## src/design/plsd_pkg.sv

```systemverilog
// plsd_pkg: field layout, word selects and timing constants for the synthesizer latch decoder
// assumes a 10 MHz system clock; serial words are 24 bits, lsb-first positions as printed
package plsd_pkg;
	localparam int WORD_W          = 24;
	// word select codes {c2,c1}
	localparam logic [1:0] SEL_CONTROL   = 2'h0;
	localparam logic [1:0] SEL_REFERENCE = 2'h1;
	localparam logic [1:0] SEL_FEEDBACK  = 2'h2;
	localparam logic [1:0] SEL_TEST      = 2'h3;
	// control word fields
	localparam int CW_CORE_LO      = 2;
	localparam int CW_DIVRST       = 4;
	localparam int CW_MUX_LO       = 5;
	localparam int CW_POL          = 8;
	localparam int CW_TRI          = 9;
	localparam int CW_GAIN         = 10;
	localparam int CW_MUTE         = 11;
	localparam int CW_PWR_LO       = 12;
	localparam int CW_CUR1_LO      = 14;
	localparam int CW_CUR2_LO      = 17;
	localparam int CW_PD_EN        = 20;
	localparam int CW_PD_SYNC      = 21;
	localparam int CW_PRE_LO       = 22;
	// feedback word fields
	localparam int FW_SWALLOW_LO   = 2;
	localparam int FW_MAIN_LO      = 8;
	localparam int FW_GAIN         = 21;
	localparam int FW_HALVE        = 22;
	localparam int FW_HALVE_FB     = 23;
	// reference word fields
	localparam int RW_RATIO_LO     = 2;
	localparam int RW_ABL_LO       = 16;
	localparam int RW_LOCK_PREC    = 18;
	localparam int RW_TEST_EN      = 19;
	localparam int RW_BAND_LO      = 20;
	// lock detect: cycles below the phase window
	localparam logic [2:0] LOCK_CYC_FINE   = 3'h5;
	localparam logic [2:0] LOCK_CYC_COARSE = 3'h3;
	localparam int PHASE_WIN_NS    = 15;
	localparam int CLK_NS          = 100;
	// window rounds down; a 10 MHz clock cannot resolve it, so floor at one cycle
	localparam int PHASE_WIN_CYC   = (PHASE_WIN_NS / CLK_NS) < 1 ? 1 : PHASE_WIN_NS / CLK_NS;
	localparam logic [23:0] RST_WORD = 24'h00_0000;
	localparam logic [12:0] MAIN_MIN = 13'h0003;
	// synchronous power-down waits for this many reference edges after the strobe
	localparam logic [1:0] SYNC_PD_EDGES = 2'h2;
endpackage

```

## src/design/plsd_decoder.sv

```systemverilog
// plsd_decoder: latch decode and digital control of an integer-N synthesizer
// assumes pins (serial clock, data, latch strobe, chip enable, reference, phase
// error flag) arrive asynchronously and are synchronised here in two flip-flops
//
// Overview of operation
// - power-down bit set, sync bit clear: power down at once
// - both power-down bits set: power down on second reference edge after strobe
// - chip enable low disables device regardless of power-down bits
// - power-down loads counters, tristates pump, clears lock, stops reference buffer
// - current set one from low three bits, set two from high three
// - mute-until-locked keeps rf outputs off until lock
// - gain bit one picks current set two, zero picks set one
// - tristate bit one puts charge pump in high impedance
// - polarity bit one positive, zero negative detector polarity
// - divider reset bit holds r, a and b counters in reset
// - five-bit swallow count, range zero to thirty-one
// - thirteen-bit main count, three to 8191; host avoids lower values
// - feedback ratio is prescaler times main count plus swallow count
// - one gain flop, written by feedback bit 21 or control bit 10
// - feedback bit 22 enables output halving
// - feedback bit 23 routes halved output to prescaler
// - select bits zero,one address the reference divider word
// - fourteen-bit reference ratio accepts one to 16383
// - lock precision one needs five good cycles, zero needs three
// - test enable zero ignores test word; reserved bits kept zero
// - band clock divider sits between reference output and band logic
// - select bits zero,zero address the control word
// - 24 bits shift on serial rising edges, transfer on strobe rise
`timescale 1ns/1ps
module plsd_decoder
	import plsd_pkg::*;
(
	input  wire logic         clk,
	input  wire logic         sys_rst,
	input  wire logic         serial_clock_pin,
	input  wire logic         serial_data_pin,
	input  wire logic         serial_latch_strobe,
	input  wire logic         chip_enable_pin,
	input  wire logic         ref_out_pin,
	input  wire logic         phase_err_small_pin,
	output logic              powered_down,
	output logic              pump_tristate_out,
	output logic              pump_polarity_pos,
	output logic [2:0]        pump_current_sel,
	output logic              rf_output_enable,
	output logic              ref_buffer_enable,
	output logic              counters_load,
	output logic              lock_detect,
	output logic [1:0]        output_power_level,
	output logic [1:0]        core_power_level,
	output logic [2:0]        test_output_mux_select,
	output logic [1:0]        prescaler_select,
	output logic [4:0]        swallow_count,
	output logic [12:0]       main_count,
	output logic [17:0]       feedback_ratio,
	output logic              output_halving_enable,
	output logic              halved_feedback_select,
	output logic [13:0]       reference_divide_ratio,
	output logic [1:0]        antibacklash_width,
	output logic              test_latch_active,
	output logic              band_clock
);
	typedef struct packed {
		logic [1:0]  s_sclk;
		logic [1:0]  s_data;
		logic [1:0]  s_le;
		logic [1:0]  s_ce;
		logic [1:0]  s_ref;
		logic [1:0]  s_ph;
		logic        sclk_d;
		logic        le_d;
		logic        ref_d;
		logic [23:0] ctl;
		logic [23:0] fbk;
		logic [23:0] rfw;
		logic [23:0] tst;
		logic        gain;
		logic        pd_sync_arm;
		logic [1:0]  pd_edges;
		logic        pd_latched;
		logic [2:0]  good_cnt;
		logic        locked;
		logic [3:0]  band_div;
		logic        band_clk;
		logic        o_pd;
		logic        o_tri;
		logic        o_pol;
		logic [2:0]  o_cur;
		logic        o_rfen;
		logic        o_refen;
		logic        o_load;
		logic [17:0] o_ratio;
	} plsd_st_t;

	plsd_st_t         st_r;
	plsd_st_t         st_nxt;
	logic [23:0]      shift_q;
	logic             sclk_rise;
	logic             le_rise;
	logic             ref_rise;
	logic             pd_now;
	logic [2:0]       lock_need;
	logic [3:0]       band_lim;

	// prescaler modulus from the select field; encodings beyond the printed pair kept plain
	function automatic logic [4:0] plsd_prescale(input logic [1:0] sel);
		case (sel)
			2'h0:    plsd_prescale = 5'h08;
			2'h1:    plsd_prescale = 5'h10;
			default: plsd_prescale = 5'h10;
		endcase
	endfunction

	// edge detects read only the second synchroniser stage
	assign sclk_rise = st_r.s_sclk[1] & ~st_r.sclk_d;
	assign le_rise   = st_r.s_le[1] & ~st_r.le_d;
	assign ref_rise  = st_r.s_ref[1] & ~st_r.ref_d;

	plsd_shift #(
		.W(WORD_W)
	) u_shift (
		.clk       (clk),
		.sys_rst   (sys_rst),
		.sclk_rise (sclk_rise),
		.sdata     (st_r.s_data[1]),
		.shift_q   (shift_q)
	);

	always_comb
	begin
		st_nxt = st_r;
		st_nxt.s_sclk = {st_r.s_sclk[0], serial_clock_pin};
		st_nxt.s_data = {st_r.s_data[0], serial_data_pin};
		st_nxt.s_le   = {st_r.s_le[0], serial_latch_strobe};
		st_nxt.s_ce   = {st_r.s_ce[0], chip_enable_pin};
		st_nxt.s_ref  = {st_r.s_ref[0], ref_out_pin};
		st_nxt.s_ph   = {st_r.s_ph[0], phase_err_small_pin};
		st_nxt.sclk_d = st_r.s_sclk[1];
		st_nxt.le_d   = st_r.s_le[1];
		st_nxt.ref_d  = st_r.s_ref[1];

		// word transfer stays live during power-down
		if (le_rise)
		begin
			case (shift_q[1:0])
				SEL_CONTROL:
				begin
					st_nxt.ctl  = shift_q;
					st_nxt.gain = shift_q[CW_GAIN];
					st_nxt.pd_sync_arm = shift_q[CW_PD_EN] & shift_q[CW_PD_SYNC];
					st_nxt.pd_edges = 2'h0;
				end
				SEL_REFERENCE: st_nxt.rfw = shift_q;
				SEL_FEEDBACK:
				begin
					st_nxt.fbk  = shift_q;
					st_nxt.gain = shift_q[FW_GAIN];
				end
				SEL_TEST: st_nxt.tst = shift_q;
				default: st_nxt.tst = st_r.tst;
			endcase
		end

		// synchronous power-down counts reference rises after the strobe
		if (st_r.pd_sync_arm && ref_rise && !le_rise)
		begin
			if (st_r.pd_edges == SYNC_PD_EDGES - 2'h1)
			begin
				st_nxt.pd_latched  = 1'b1;
				st_nxt.pd_sync_arm = 1'b0;
			end
			st_nxt.pd_edges = st_r.pd_edges + 2'h1;
		end
		if (!st_r.ctl[CW_PD_EN])
			st_nxt.pd_latched = 1'b0;

		// lock detect: consecutive reference cycles inside the phase window
		if (pd_now)
		begin
			st_nxt.good_cnt = 3'h0;
			st_nxt.locked   = 1'b0;
		end
		else if (ref_rise)
		begin
			if (!st_r.s_ph[1])
			begin
				st_nxt.good_cnt = 3'h0;
				st_nxt.locked   = 1'b0;
			end
			else if (st_r.good_cnt + 3'h1 >= lock_need)
			begin
				st_nxt.locked   = 1'b1;
				st_nxt.good_cnt = lock_need;
			end
			else
				st_nxt.good_cnt = st_r.good_cnt + 3'h1;
		end

		// band logic clock: toggles once every band_lim+1 reference rises
		// the count moves only on a rise or a power-down clear, so an idle reference reloads it only in power-down
		if (pd_now)
			st_nxt.band_div = 4'h0;
		else if (ref_rise)
		begin
			if (st_r.band_div >= band_lim)
			begin
				st_nxt.band_div = 4'h0;
				st_nxt.band_clk = ~st_r.band_clk;
			end
			else
				st_nxt.band_div = st_r.band_div + 4'h1;
		end

		st_nxt.o_pd    = pd_now;
		st_nxt.o_tri   = pd_now | st_r.ctl[CW_TRI];
		st_nxt.o_pol   = st_r.ctl[CW_POL];
		st_nxt.o_cur   = st_r.gain ? st_r.ctl[CW_CUR2_LO +: 3]
		                           : st_r.ctl[CW_CUR1_LO +: 3];
		st_nxt.o_rfen  = !pd_now && (!st_r.ctl[CW_MUTE] || st_nxt.locked);
		st_nxt.o_refen = !pd_now;
		st_nxt.o_load  = pd_now | st_r.ctl[CW_DIVRST];
		// operands widened first: a 16 x 8191 product overflows the 13-bit field width
		st_nxt.o_ratio = 18'(plsd_prescale(st_r.ctl[CW_PRE_LO +: 2]))
		               * 18'(st_r.fbk[FW_MAIN_LO +: 13])
		               + 18'(st_r.fbk[FW_SWALLOW_LO +: 5]);
	end

	// power-down: pin at once, async mode at once, sync mode once edges counted
	always_comb
	begin
		pd_now = !st_r.s_ce[1]
		       || (st_r.ctl[CW_PD_EN] && !st_r.ctl[CW_PD_SYNC])
		       || st_r.pd_latched;
		lock_need = st_r.rfw[RW_LOCK_PREC] ? LOCK_CYC_FINE : LOCK_CYC_COARSE;
		// divider reload count per band field code; code zero passes every edge
		case (st_r.rfw[RW_BAND_LO +: 2])
			2'h0:    band_lim = 4'h0;
			2'h1:    band_lim = 4'h1;
			2'h2:    band_lim = 4'h3;
			default: band_lim = 4'h7;
		endcase
	end

	always_ff @(posedge clk)
	begin
		if (sys_rst)
			st_r <= '0;
		else
			st_r <= st_nxt;
	end

	assign powered_down           = st_r.o_pd;
	assign pump_tristate_out      = st_r.o_tri;
	assign pump_polarity_pos      = st_r.o_pol;
	assign pump_current_sel       = st_r.o_cur;
	assign rf_output_enable       = st_r.o_rfen;
	assign ref_buffer_enable      = st_r.o_refen;
	assign counters_load          = st_r.o_load;
	assign lock_detect            = st_r.locked;
	assign output_power_level     = st_r.ctl[CW_PWR_LO +: 2];
	assign core_power_level       = st_r.ctl[CW_CORE_LO +: 2];
	assign test_output_mux_select = st_r.ctl[CW_MUX_LO +: 3];
	assign prescaler_select       = st_r.ctl[CW_PRE_LO +: 2];
	assign swallow_count          = st_r.fbk[FW_SWALLOW_LO +: 5];
	assign main_count             = st_r.fbk[FW_MAIN_LO +: 13];
	assign feedback_ratio         = st_r.o_ratio;
	assign output_halving_enable  = st_r.fbk[FW_HALVE];
	assign halved_feedback_select = st_r.fbk[FW_HALVE_FB];
	assign reference_divide_ratio = st_r.rfw[RW_RATIO_LO +: 14];
	assign antibacklash_width     = st_r.rfw[RW_ABL_LO +: 2];
	assign test_latch_active      = st_r.rfw[RW_TEST_EN];
	assign band_clock             = st_r.band_clk;
endmodule // plsd_decoder

```

## src/design/plsd_shift.sv

```systemverilog
// plsd_shift: 24-bit serial input register, shifted on rising serial clock samples
// assumes serial inputs are already synchronised to clk; keeps loading in power-down
`timescale 1ns/1ps
module plsd_shift
	import plsd_pkg::*;
#(
	parameter int W = WORD_W
)(
	input  wire logic         clk,
	input  wire logic         sys_rst,
	input  wire logic         sclk_rise,
	input  wire logic         sdata,
	output logic [W-1:0]      shift_q
);
	typedef struct packed {
		logic [W-1:0] sr;
	} plsd_shift_st_t;

	plsd_shift_st_t st_r;
	plsd_shift_st_t st_nxt;

	always_comb
	begin
		st_nxt = st_r;
		if (sclk_rise)
			st_nxt.sr = {st_r.sr[W-2:0], sdata};
	end

	always_ff @(posedge clk)
	begin
		if (sys_rst)
			st_r <= '0;
		else
			st_r <= st_nxt;
	end

	assign shift_q = st_r.sr;
endmodule // plsd_shift

```

## config.mk

```make
export PLATFORM = sky130hd
export DESIGN_NAME = plsd_decoder
export DESIGN_NICKNAME = d
export VERILOG_FILES = /design/src/design/plsd_pkg.sv /design/src/design/plsd_decoder.sv /design/src/design/plsd_shift.sv
export SDC_FILE = /design/constraint.sdc
export NUM_CORES = 1
export LEC_CHECK = 0
export BUFFER_PORTS_ARGS = -buffer_cell sky130_fd_sc_hd__buf_4
export CAP_MARGIN = 20
export CELL_PAD_IN_SITES_DETAIL_PLACEMENT = 0
export CELL_PAD_IN_SITES_GLOBAL_PLACEMENT = 1
export CORE_MARGIN = 2
export CORE_UTILIZATION = 45
export CTS_BUF_LIST = sky130_fd_sc_hd__clkbuf_8
export CTS_CLUSTER_DIAMETER = 120
export DETAILED_ROUTE_END_ITERATION = 12
export PLACE_DENSITY = 0.87
export SLEW_MARGIN = 10
export SYNTH_ARGS = -nofsm -noshare
export SYNTH_HDL_FRONTEND = slang
export SYNTH_SLANG_ARGS = --single-unit
```

## constraint.sdc

```tcl
create_clock -name clk -period 4.1 [get_ports clk]
set_clock_uncertainty 0.15 [all_clocks]
set_input_delay 0.615 -clock clk [delete_from_list [all_inputs] [get_ports clk]]
set_output_delay 0.615 -clock clk [all_outputs]
set_load 0.02 [all_outputs]
```

==> reports/qor.yml, run 1 <==
timing:
  rsz0062_at_grt: "no"
  fin_crit_sh: 0.883
  worst_pin_slew_ns: 0.922
  relSlewSlack: 0.385
  finalSetupViolCount: 0
  fin_crit_ns: 3.62
  max_freq_mhz: 276
  slew_viol_final: 0
  setup_tns_ns: 0
  final-hold-violation-count: 0
placed_design:
  placed_cells: 923
  place_congestion: 0.856
  port_buffers: 82
  dp_hpwl_um: 9090
clock_tree:
  cts_hold_buffers: 0
  cts_resized: 0
  postCtsSetupRepairBufs: 0
  cts_max_path_buffers: 2
  clk_latency_ns: 0.44
  path_clk_slew_ns: 0.09
  cts_root_buffer: "clkbuf_8"
  cts_tree: "yes"
  cts.sinks: 141
  cts_buffers: 17
  cts_max_level: 4
die:
  die_x_um: 123
  design.die.area_mm2: 0.0152
  rows: 43
  pin_count: 83
  initial_core_util: 0.461
  core_mm2: 0.0139
  die_h_um: 123
power:
  worst_ir_drop_vdd_uv: 217
  p_int_mw: 2.01
  pwr-share-seq: 0.528
  switching_share: 0.236
  pwr-share-comb: 0.038
  power_switching_mw: 0.620
  clkPwrFrac: 0.434
  powerDensity_mw_per_mm2: 371
  static-leakage-power_nw: 2.93
layout:
  antenna_cells: 0
  n_fill_cell: 1333
  final_layout_size_suffix_gt1_frac: 0.170
  syn_to_final_growth_pct: 10.7
  final_cells: 955
  fin_nets: 820
setup_path:
  slowest_stage: "mux2_2"
  critPathMaxStageDelay_ns: 0.39
  r2r_end: "feedback_ratio[17]"
  crit_type: "reg2reg"
  critPathCapture: "feedback_ratio[17]"
  crit_start: "prescaler_select[1]"
  cp_max_fo: 7
  reg2reg_slack_ns: 0.48
  arrival_ns: 3.80
  r2r_cells: 12
  worstPathCellList: "nor2_1 > mux2_2 > ha_1 > ha_1 > ha_1 > inv_1 > fa_1 > and2b_1 > o2111ai_1 > a21oi_1 > a211oi_2 > mux2_1"
  endpoint_kind: "register"
  timing.rr.start: "prescaler_select[1]"
  start_kind: "register"
  crit_top_cell: "ha_1"
  critPathRequiredTime_ns: 4.28
global_route:
  grt_start_max_net_pins: 81
  grt_util_all_layers: 0.185
  antenna_found_initial: 0
  grt.overflow.total: 0
  grt_pass1_wl_um: 21900
  grt_pass1_vias: 4582
route:
  route.vias.total: 4829
  routed_wl_um: 13200
  viasPerCell: 5.06
  drc: 0
  wl_per_cell_um: 13.8
  drt_iter0_drc: 261
  drtAntennaViolNets: 0
  first_pass_iters: 4
synth:
  synthArstFlopShare: 0
  synthDistinctLibCells: 44
  synth-seq-area-share: 0.441
  ys_ff_latch: 141
  synth.yosys.warnings: 0
  netlist_area_mm2: 0.00640
  synth.avg_cell_area_um2: 8.53
  synth-edff-count: 0
  synth_cells: 750
  synthFlopType: "dfxtp_1"
outcome:
  outcome: "completed"
job:
  max_cap_viol_count: 0
worst_hold_path:
  hold_path_class: "in2reg"
==> state kept, by name, indices dropped and copies added, names as in the netlist, 3 cells and up <==
signal / flops
st_nxt: 10
swallow_count: 5
test_output_mux_select: 3
st_r: 32
feedback_ratio: 18
reference_divide_ratio: 14
main_count: 13
pump_current_sel: 3
u_shift.shift_q: 24
==> cell usage after synthesis, drive strengths merged (8+ instances only) <==
master    n  share of area
o21ai     8         0.0063
and2      8         0.0078
inv      14         0.0082
clkbuf   25          0.015
mux2     12          0.021
nand2   186           0.11
dfxtp   141           0.44
ha       48          0.094
a21o      8         0.0094
nor2     25          0.015
a21oi   103          0.081
buf      75          0.083
nor3      8         0.0070
nor2b    33          0.032
==> routing by layer <==
| layer | global-route usage | part of all wire | vias to the layer above |
|---|---|---|---|
| met5 | 0 | 0 | - |
| met4 | 0.0774 | 0.016 | 0 |
| met3 | 0.0420 | 0.048 | 16 |
| met2 | 0.297 | 0.47 | 106 |
| met1 | 0.239 | 0.46 | 2279 |
| li1 | - | - | 2428 |
==> stage by stage <==
stage	power (mW)	worst slack, ns	hold slack [ns]	area, um2	util
detailed placement	1.52	0.467	0.285	6670	0.481
floorplan	1.49	0.547	0.264	6430	-
finish	2.63	0.479	0.224	7090	0.510
global placement	1.52	0.538	0.278	6670	0.481
CTS	2.66	0.449	0.204	7090	0.510
global route	2.73	0.236	0.203	7090	0.510
==> how the worst min path moves through the flow <==
stage | slack (ns) | depth (start not counted) | startpoint | to
floorplan | 0.26 | 1 | st_nxt[143] | st_nxt[137]
global placement | 0.28 | 1 | st_nxt[143] | st_nxt[137]
detailed placement | 0.28 | 1 | st_nxt[145] | st_r[145]
CTS | 0.20 | 2 | phase_err_small_pin | st_nxt[141]
global route | 0.20 | 2 | phase_err_small_pin | st_nxt[141]
finish | 0.22 | 2 | phase_err_small_pin | st_nxt[141]
==> power by group through the flow <==
| stage | logic, mW | registers, mW | clock network (mW) |
|---|---|---|---|
| final | 0.0991 | 1.39 | 1.14 |
| after global routing | 0.111 | 1.39 | 1.23 |
| after CTS | 0.0999 | 1.39 | 1.17 |
| after detailed placement | 0.0996 | 1.42 | 0 |
| after global placement | 0.0979 | 1.42 | 0 |
| after floorplan | 0.0729 | 1.42 | 0 |
==> cells by family (layout without fill, tap and decap cells) <==
| logic type | count (synthesis) | after routing | synth area share |
|---|---|---|---|
| other | 2 | 9 | 0.00117 |
| buffers and inverters | 114 | 132 | 0.106 |
| flip-flops | 141 | 141 | 0.441 |
| XOR/XNOR | 8 | 8 | 0.0109 |
| AND/OR/NAND/NOR | 281 | 281 | 0.192 |
| AO/OA/AOI/OAI | 136 | 136 | 0.119 |
| adder cells (fa/ha/maj) | 50 | 50 | 0.100 |
| multiplexers | 18 | 18 | 0.0305 |
==> placed cells by master (no fill, tap or decap), types with 4 or more instances in the layout <==
cell      Yosys  layout
and2_1        8       8
mux2i_1       6       6
inv_1        13      15
nand3_1       4       4
nand2_1     186     186
a21o_1        8       8
dfxtp_1     141     141
nand4_1       4       4
ha_1         48      48
buf_4        64      86
nand2b_1      6       6
nor2b_1      33      33
mux2_2        9       9
o21ai_1       5       5
nor3_1        7       7
a211oi_1      4       4
clkbuf_8      0      20
xor2_1        4       4
nor2_1       25      25
a21oi_1     103     103
xnor2_1       4       4
conb_1        2       9
==> area by class of cell <==
class / count / area, um2 / share of cell area
inverters: 14 / 52.6 / 0.00742
multi-input cells: 502 / 2930 / 0.413
clock buffers: 20 / 275 / 0.0388
well taps: 180 / 225 / 0.0318
flip-flops and latches: 141 / 2820 / 0.398
clock inverters: 12 / 136 / 0.0192
repair buffers: 86 / 646 / 0.0911
==> worst max-delay path, delay by kind of cell, from the launching register on <==
family                   cells  cell delay, ns
AO/OA/AOI/OAI                3            0.72
AND/OR/NAND/NOR              2            0.55
buffers and inverters        1            0.07
multiplexers                 2            0.72
adder cells (fa/ha/maj)      4            0.97
flip-flops                   1            0.34
Note: power is estimated with default switching activity, not from simulation.
==> run 2, diff against run 1 <==
- clock period: 4.1 -> 3.9 ns (I/O delays scaled with it)
==> run 2 against run 1 <==
Effect of this change: global-route usage is 0.12 points higher; sequential cell count stayed put; clock power up 11%; non-clock buffer count rose by 1; fmax rose by 0.97%; first-iteration DRC count is 8.4% higher; worst hold slack lost 0.025 ns; critical path type unchanged; critical endpoint unchanged; largest cell class unchanged; largest power group unchanged.
==> reports/qor.yml, run 2 (same netlist as run 1, synthesis figures left out) <==
layout:
  syn_to_final_growth_pct: 11.1
  largest_reg_flops: 32  # unchanged
  ff_latch_area_mm2: 0.00282  # unchanged
  final_layout_size_suffix_gt1_frac: 0.174  # +0.00365
  multi_input_area_mm2: 0.00293  # about the same
  antenna_cells: 0  # unchanged
  final_area_mm2: 0.00711  # +0.37%
  final_cell_mix: "nand2_1, dfxtp_1, a21oi_1"
  n_fill_cell: 1314  # -1.4%
  regMostFlops: "st_r"
  mostFrequentLayoutCell: "nand2_1"
  fin_nets: 821  # +0.12%
die:
  pin_count: 83  # unchanged
  die_x_um: 123  # unchanged
  core_mm2: 0.0139  # unchanged
  initial_core_util: 0.461  # unchanged
  design.die.area_mm2: 0.0152  # unchanged
  rows: 43  # unchanged
  die_h_um: 123  # unchanged
route:
  viasPerCell: 4.97  # -1.8%
  drt_iter0_drc: 283  # +8.4%
  route.vias.total: 4748  # -1.7%
  drc: 0  # unchanged
  routed_wl_um: 13200  # +0.33%
  drtAntennaViolNets: 0  # unchanged
  wl_per_cell_um: 13.8  # +0.22%
  first_pass_iters: 4  # unchanged
global_route:
  grt_util_all_layers: 0.186  # +0.00115
  grt_start_max_net_pins: 57  # -30%
  antenna_found_initial: 0  # unchanged
  grt_pass1_wl_um: 22200  # +1.5%
  grt_pass1_vias: 4649  # +1.5%
  grt.overflow.total: 0  # unchanged
timing:
  max_freq_mhz: 279  # +0.97%
  fin_crit_ns: 3.59  # -0.0347 ns
  slew_viol_final: 0  # unchanged
  setup_tns_ns: 0  # unchanged
  fin_ws_ns: 0.313  # -0.165 ns
  finalSetupViolCount: 0  # unchanged
  rsz0062_at_grt: "no"
  final-hold-violation-count: 0  # unchanged
  worst_pin_slew_ns: 0.922  # -0.000738 ns
  fin_crit_sh: 0.920  # +0.0364
  relSlewSlack: 0.386  # +0.000492
setup_path:
  crit_family: "adder cells"
  endpoint_kind: "register"
  critPathRequiredTime_ns: 4.08  # -0.20 ns
  arrival_ns: 3.77  # -0.03 ns
  crit_top_cell: "ha_1"
  critPathMaxStageDelay_ns: 0.38  # about the same
  crit_buf_inv: 1  # unchanged
  start_kind: "register"
  slowest_stage: "mux2_2"
  crit_type: "reg2reg"
  worstPathCellList: "nor2_2 > mux2_2 > ha_1 > ha_1 > ha_1 > inv_1 > fa_1 > and2b_1 > o2111ai_1 > a21oi_1 > a211oi_2 > mux2_1"
  cp_max_fo: 7  # unchanged
worst_hold_path:
  hold_path_class: "in2reg"
clock_tree:
  cts_buffers: 17  # unchanged
  cts.sinks: 141  # unchanged
  cts_max_level: 4  # unchanged
  cts_root_buffer: "clkbuf_8"
  cts_hold_buffers: 0  # unchanged
  cts_tree: "yes"
  clk_latency_ns: 0.44  # about the same
  cts_max_path_buffers: 2  # unchanged
  path_clk_slew_ns: 0.09  # about the same
power:
  powerDensity_mw_per_mm2: 397  # +7.0%
  worst_ir_drop_vdd_uv: 267  # +23%
  static-leakage-power_nw: 2.95  # +0.72%
outcome:
  outcome: "completed"
placed_design:
  place_congestion: 0.849  # -0.77%
  dp_hpwl_um: 9270  # +1.9%
  port_buffers: 82  # unchanged
  place_ws_ns: 0.234  # -0.233 ns
  postPlaceCellArea_mm2: 0.00668  # +0.11%
job:
  max_cap_viol_count: 0  # unchanged
==> run 2: cell types whose count changed in the layout (fill, tap and decap cells not counted) <==
cell,change
clkinv_4,+2
clkinvlp_4,-3
clkbuf_8,-2
inv_1,-1
inv_6,+2
buf_4,+1
clkinv_2,+1
nor2_1,-1
nor2_2,+1
bufinv_16,+1
==> run 2: what timing repair did <==
| item | CTS | global route |
|---|---|---|
| buffers inserted | 0 | 0 |
| endpoints found under the setup margin | 0 | 1 |
| resized for setup | 0 | 1 |
==> run 2: final cells by class <==
cell class                      instances  share of cell area
Sequential cell                       141               0.397
Tap cell                              180              0.0317
Timing Repair Buffer                   87              0.0918
Inverter                               14             0.00739
Multi-Input combinational cell        502               0.412
Clock inverter                         14              0.0253
Clock buffer                           18              0.0348
==> run 2: routing by layer <==
layer | part of all wire | vias up | global-route usage
met5 | 0 | - | 0
met4 | 0.016 | 0 | 0.0732
met3 | 0.054 | 20 | 0.0475
met2 | 0.47 | 104 | 0.306
met1 | 0.46 | 2203 | 0.233
li1 | - | 2421 | -
==> run 2: path summary, 6_finish.rpt <==
check | startpoint | to | slack [ns] | depth (start not counted)
setup / recovery | prescaler_select[1] | feedback_ratio[17] | 0.31 | 12
hold reg to reg | st_r[122] | pump_tristate_out | 0.30 | 2
hold / removal | ref_out_pin | st_nxt[143] | 0.20 | 2
setup reg to reg | prescaler_select[1] | feedback_ratio[17] | 0.31 | 12
==> run 2: per-stage QoR <==
stage	utilization	power (mW)	std cells	hold WS, ns
2_1_floorplan	-	1.57	757	0.264
3_3_place_gp	0.481	1.60	924	0.272
3_5_place_dp	0.481	1.60	924	0.291
4_1_cts	0.512	2.85	956	0.176
5_1_grt	0.512	2.92	956	0.181
6_report	0.512	2.82	956	0.199
==> run 2: report_power, final <==
group          internal, mW  switching (mW)
clock network         0.663           0.596
registers              1.45         0.00597
logic                0.0353          0.0702
total                  2.15           0.672
==> run 3, diff against run 2 <==
- CORE_UTILIZATION: 45 -> 46
- PLACE_DENSITY: 0.87 -> 0.88
- REMOVE_ABC_BUFFERS: not set -> 1
- SYNTH_HIERARCHICAL: not set -> 1
==> run 3 against run 2 <==
Effect of this change: via count fell by 2.1%; clock-buffer cell count did not move; clock power fell by 9%; non-clock buffer count rose by 2; combinational power barely moved; die area fell by 1.5%; area after synthesis rose by 0.68%; synthesized cell count fell by 4.1%; cell count fell by 2.5%; largest cell class unchanged; highest routed layer unchanged.
==> reports/qor.yml, run 3 <==
die:
  design.die.area_mm2: 0.0150  # -1.5%
  pin_count: 83  # unchanged
  die_x_um: 122  # -0.73%
  core_mm2: 0.0138  # -0.78%
  rows: 43  # unchanged
  die_h_um: 122  # -0.73%
  initial_core_util: 0.468  # +0.00678
layout:
  mostFrequentLayoutCell: "dfxtp_1"
  antenna_cells: 0  # unchanged
  regMostFlops: "st_r"
  multi_input_area_mm2: 0.00296  # +0.94%
  final_area_mm2: 0.00712  # +0.11%
  final_layout_size_suffix_gt1_frac: 0.184  # +0.00954
  n_fill_cell: 1322  # +0.61%
  fin_nets: 797  # -2.9%
  final_cell_mix: "dfxtp_1, nand2_1, buf_4"
  final_cells: 932  # -2.5%
  utilization: 0.517  # +0.00455
  largest_reg_flops: 32  # unchanged
  ff_latch_area_mm2: 0.00282  # unchanged
  syn_to_final_growth_pct: 10.5
setup_path:
  start_kind: "register"
  critPathRequiredTime_ns: 4.08  # about the same
  reg2reg_slack_ns: 0.29  # -0.02 ns
  cp_max_fo: 16  # +9
  crit_type: "reg2reg"
  endpoint_kind: "register"
  arrival_ns: 3.79  # +0.02 ns
route:
  wl_per_cell_um: 13.5  # -2.6%
  route.vias.total: 4646  # -2.1%
  drt_iter0_drc: 150  # -47%
  wl_met2_um: 5860  # -6.5%
  wl_met1_um: 5700  # -5.6%
  drtAntennaViolNets: 0  # unchanged
  dr_wl_met3_um: 747  # +5.2%
  routed_wl_um: 12600  # -5.0%
  first_pass_iters: 4  # unchanged
  route.top_layer_used: "met4"
  drc: 0  # unchanged
  viasPerCell: 4.98  # +0.37%
synth:
  netlist_area_mm2: 0.00644  # +0.68%
  synth_top_cell_by_area: "dfxtp_1"
  synth.avg_cell_area_um2: 8.96  # +5.0%
  synthArstFlopShare: 0  # unchanged
  synth.yosys.warnings: 6  # +6
  yosysTopAreaCellShare: 0.438  # -0.00300
  synth_cells: 719  # -4.1%
  synth_most_common_cell: "dfxtp_1"
  synthFlopType: "dfxtp_1"
  synthDistinctLibCells: 47  # +6.8%
  ys_ff_latch: 141  # unchanged
  synth-seq-area-share: 0.438  # -0.00300
  ys_top_cells_by_area: "dfxtp_1, ha_1, nand2_1"
  synth-edff-count: 0  # unchanged
  synth.top_cells.by_count: "dfxtp_1, nand2_1, a21oi_1"
worst_hold_path:
  hold_path_class: "in2reg"
timing:
  relSlewSlack: 0.320  # -0.0656
  worst_pin_slew_ns: 1.01  # +0.0929 ns
  fin_crit_ns: 3.61  # +0.0210 ns
  setup_tns_ns: 0  # unchanged
  fin_crit_sh: 0.925  # +0.00539
  slew_viol_final: 0  # unchanged
  finalSetupViolCount: 0  # unchanged
  max_freq_mhz: 277  # -0.58%
  rsz0062_at_grt: "no"
  final-hold-violation-count: 0  # unchanged
power:
  clkPwrFrac: 0.423  # -0.023
  worst_ir_drop_vdd_uv: 204  # -24%
  pwr-share-comb: 0.040  # +0.003
  p_int_mw: 2.08  # -3.4%
  power_switching_mw: 0.639  # -4.9%
  powerDensity_mw_per_mm2: 382  # -3.8%
  static-leakage-power_nw: 2.98  # +0.78%
  pwr-share-seq: 0.537  # +0.020
  switching_share: 0.235  # -0.00290
clock_tree:
  cts_max_level: 4  # unchanged
  cts_resized: 0  # unchanged
  cts_root_buffer: "clkbuf_8"
  cts_hold_buffers: 0  # unchanged
  cts_tree: "yes"
  clk_latency_ns: 0.45  # about the same
  cts_max_path_buffers: 2  # unchanged
  path_clk_slew_ns: 0.08  # about the same
  postCtsSetupRepairBufs: 0  # unchanged
  cts.sinks: 141  # unchanged
  cts_buffers: 17  # unchanged
outcome:
  outcome: "completed"
placed_design:
  place_congestion: 0.889  # +4.7%
  port_buffers: 82  # unchanged
  placed_cells: 900  # -2.6%
  postPlaceCellArea_mm2: 0.00673  # +0.67%
  dp_hpwl_um: 8780  # -5.3%
global_route:
  grt.overflow.total: 0  # unchanged
  grt_pass1_wl_um: 20700  # -6.8%
  grt_util_all_layers: 0.176  # -0.0101
  grt_pass1_vias: 4456  # -4.2%
  grt_start_max_net_pins: 50  # -12%
  antenna_found_initial: 0  # unchanged
job:
  max_cap_viol_count: 0  # unchanged
## run 3: cell count changes in the layout (fill, tap and decap cells not counted), moves of 2 or more
cell and delta:
inv_6 -2, buf_4 +2, mux2i_1 +24, nor2_1 +23, nand2_1 -48, a21oi_1 -23
clkinvlp_4 +4, clkinv_4 -3
## run 3: final cells by class
type / instances / area share
tap: 180 / 0.0316
clock inverter: 14 / 0.0204
inverter: 14 / 0.00738
sequential: 141 / 0.396
clock buffer: 18 / 0.0348
multi-input combinational: 476 / 0.415
timing repair buffer: 89 / 0.0938
## run 3: stage by stage
stage	setup WS [ns]	hold slack (ns)	power (mW)
after detailed placement	0.356	0.272	1.60
final	0.292	0.202	2.72
after global placement	0.412	0.270	1.60
after global routing	0.139	0.177	2.83
after CTS	0.313	0.178	2.75
after floorplan	0.183	0.264	1.55
## run 3: worst max-delay path, stage by stage, from the launching register on
cell and delay (ns):
dfxtp_1 0.34, nor2_1 0.11, buf_4 0.22, mux2_2 0.35, ha_1 0.29, ha_1 0.30, ha_1 0.21, inv_1 0.07
fa_1 0.17, and2b_1 0.21, o2111ai_1 0.37, a21oi_1 0.14, a211oi_2 0.23, mux2_1 0.34
## run 3: power by group through the flow
| stage | clock network, mW | logic, mW | registers, mW |
|---|---|---|---|
| after floorplan | 0 | 0.0468 | 1.50 |
| after global placement | 0 | 0.107 | 1.49 |
| after detailed placement | 0 | 0.109 | 1.49 |
| after CTS | 1.18 | 0.109 | 1.46 |
| after global routing | 1.25 | 0.120 | 1.46 |
| final | 1.15 | 0.108 | 1.46 |
## run 3: worst paths after layout
| check | from | cells past startpoint | end |
|---|---|---|---|
| setup reg to reg | prescaler_select[1] | 13 | feedback_ratio[17] |
| setup / recovery | prescaler_select[1] | 13 | feedback_ratio[17] |
| hold / removal | ref_out_pin | 2 | st_nxt[143] |
| hold reg to reg | st_nxt[143] | 1 | st_nxt[137] |
## run 3: cells by family after synthesis
logic type / after synthesis / share of synthesized area
fa+ha+maj: 50 / 0.0994
mux: 42 / 0.0676
compound gates: 113 / 0.100
other cells: 2 / 0.00117
buf+inv: 109 / 0.108
flops: 141 / 0.438
simple gates: 255 / 0.176
xor+xnor: 7 / 0.00951
## run 3: per-layer routing
metal	vias to the layer above	global-route usage
li1	2362	-
met2	106	0.287
met5	-	0
met4	0	0.0754
met3	18	0.0558
met1	2160	0.213
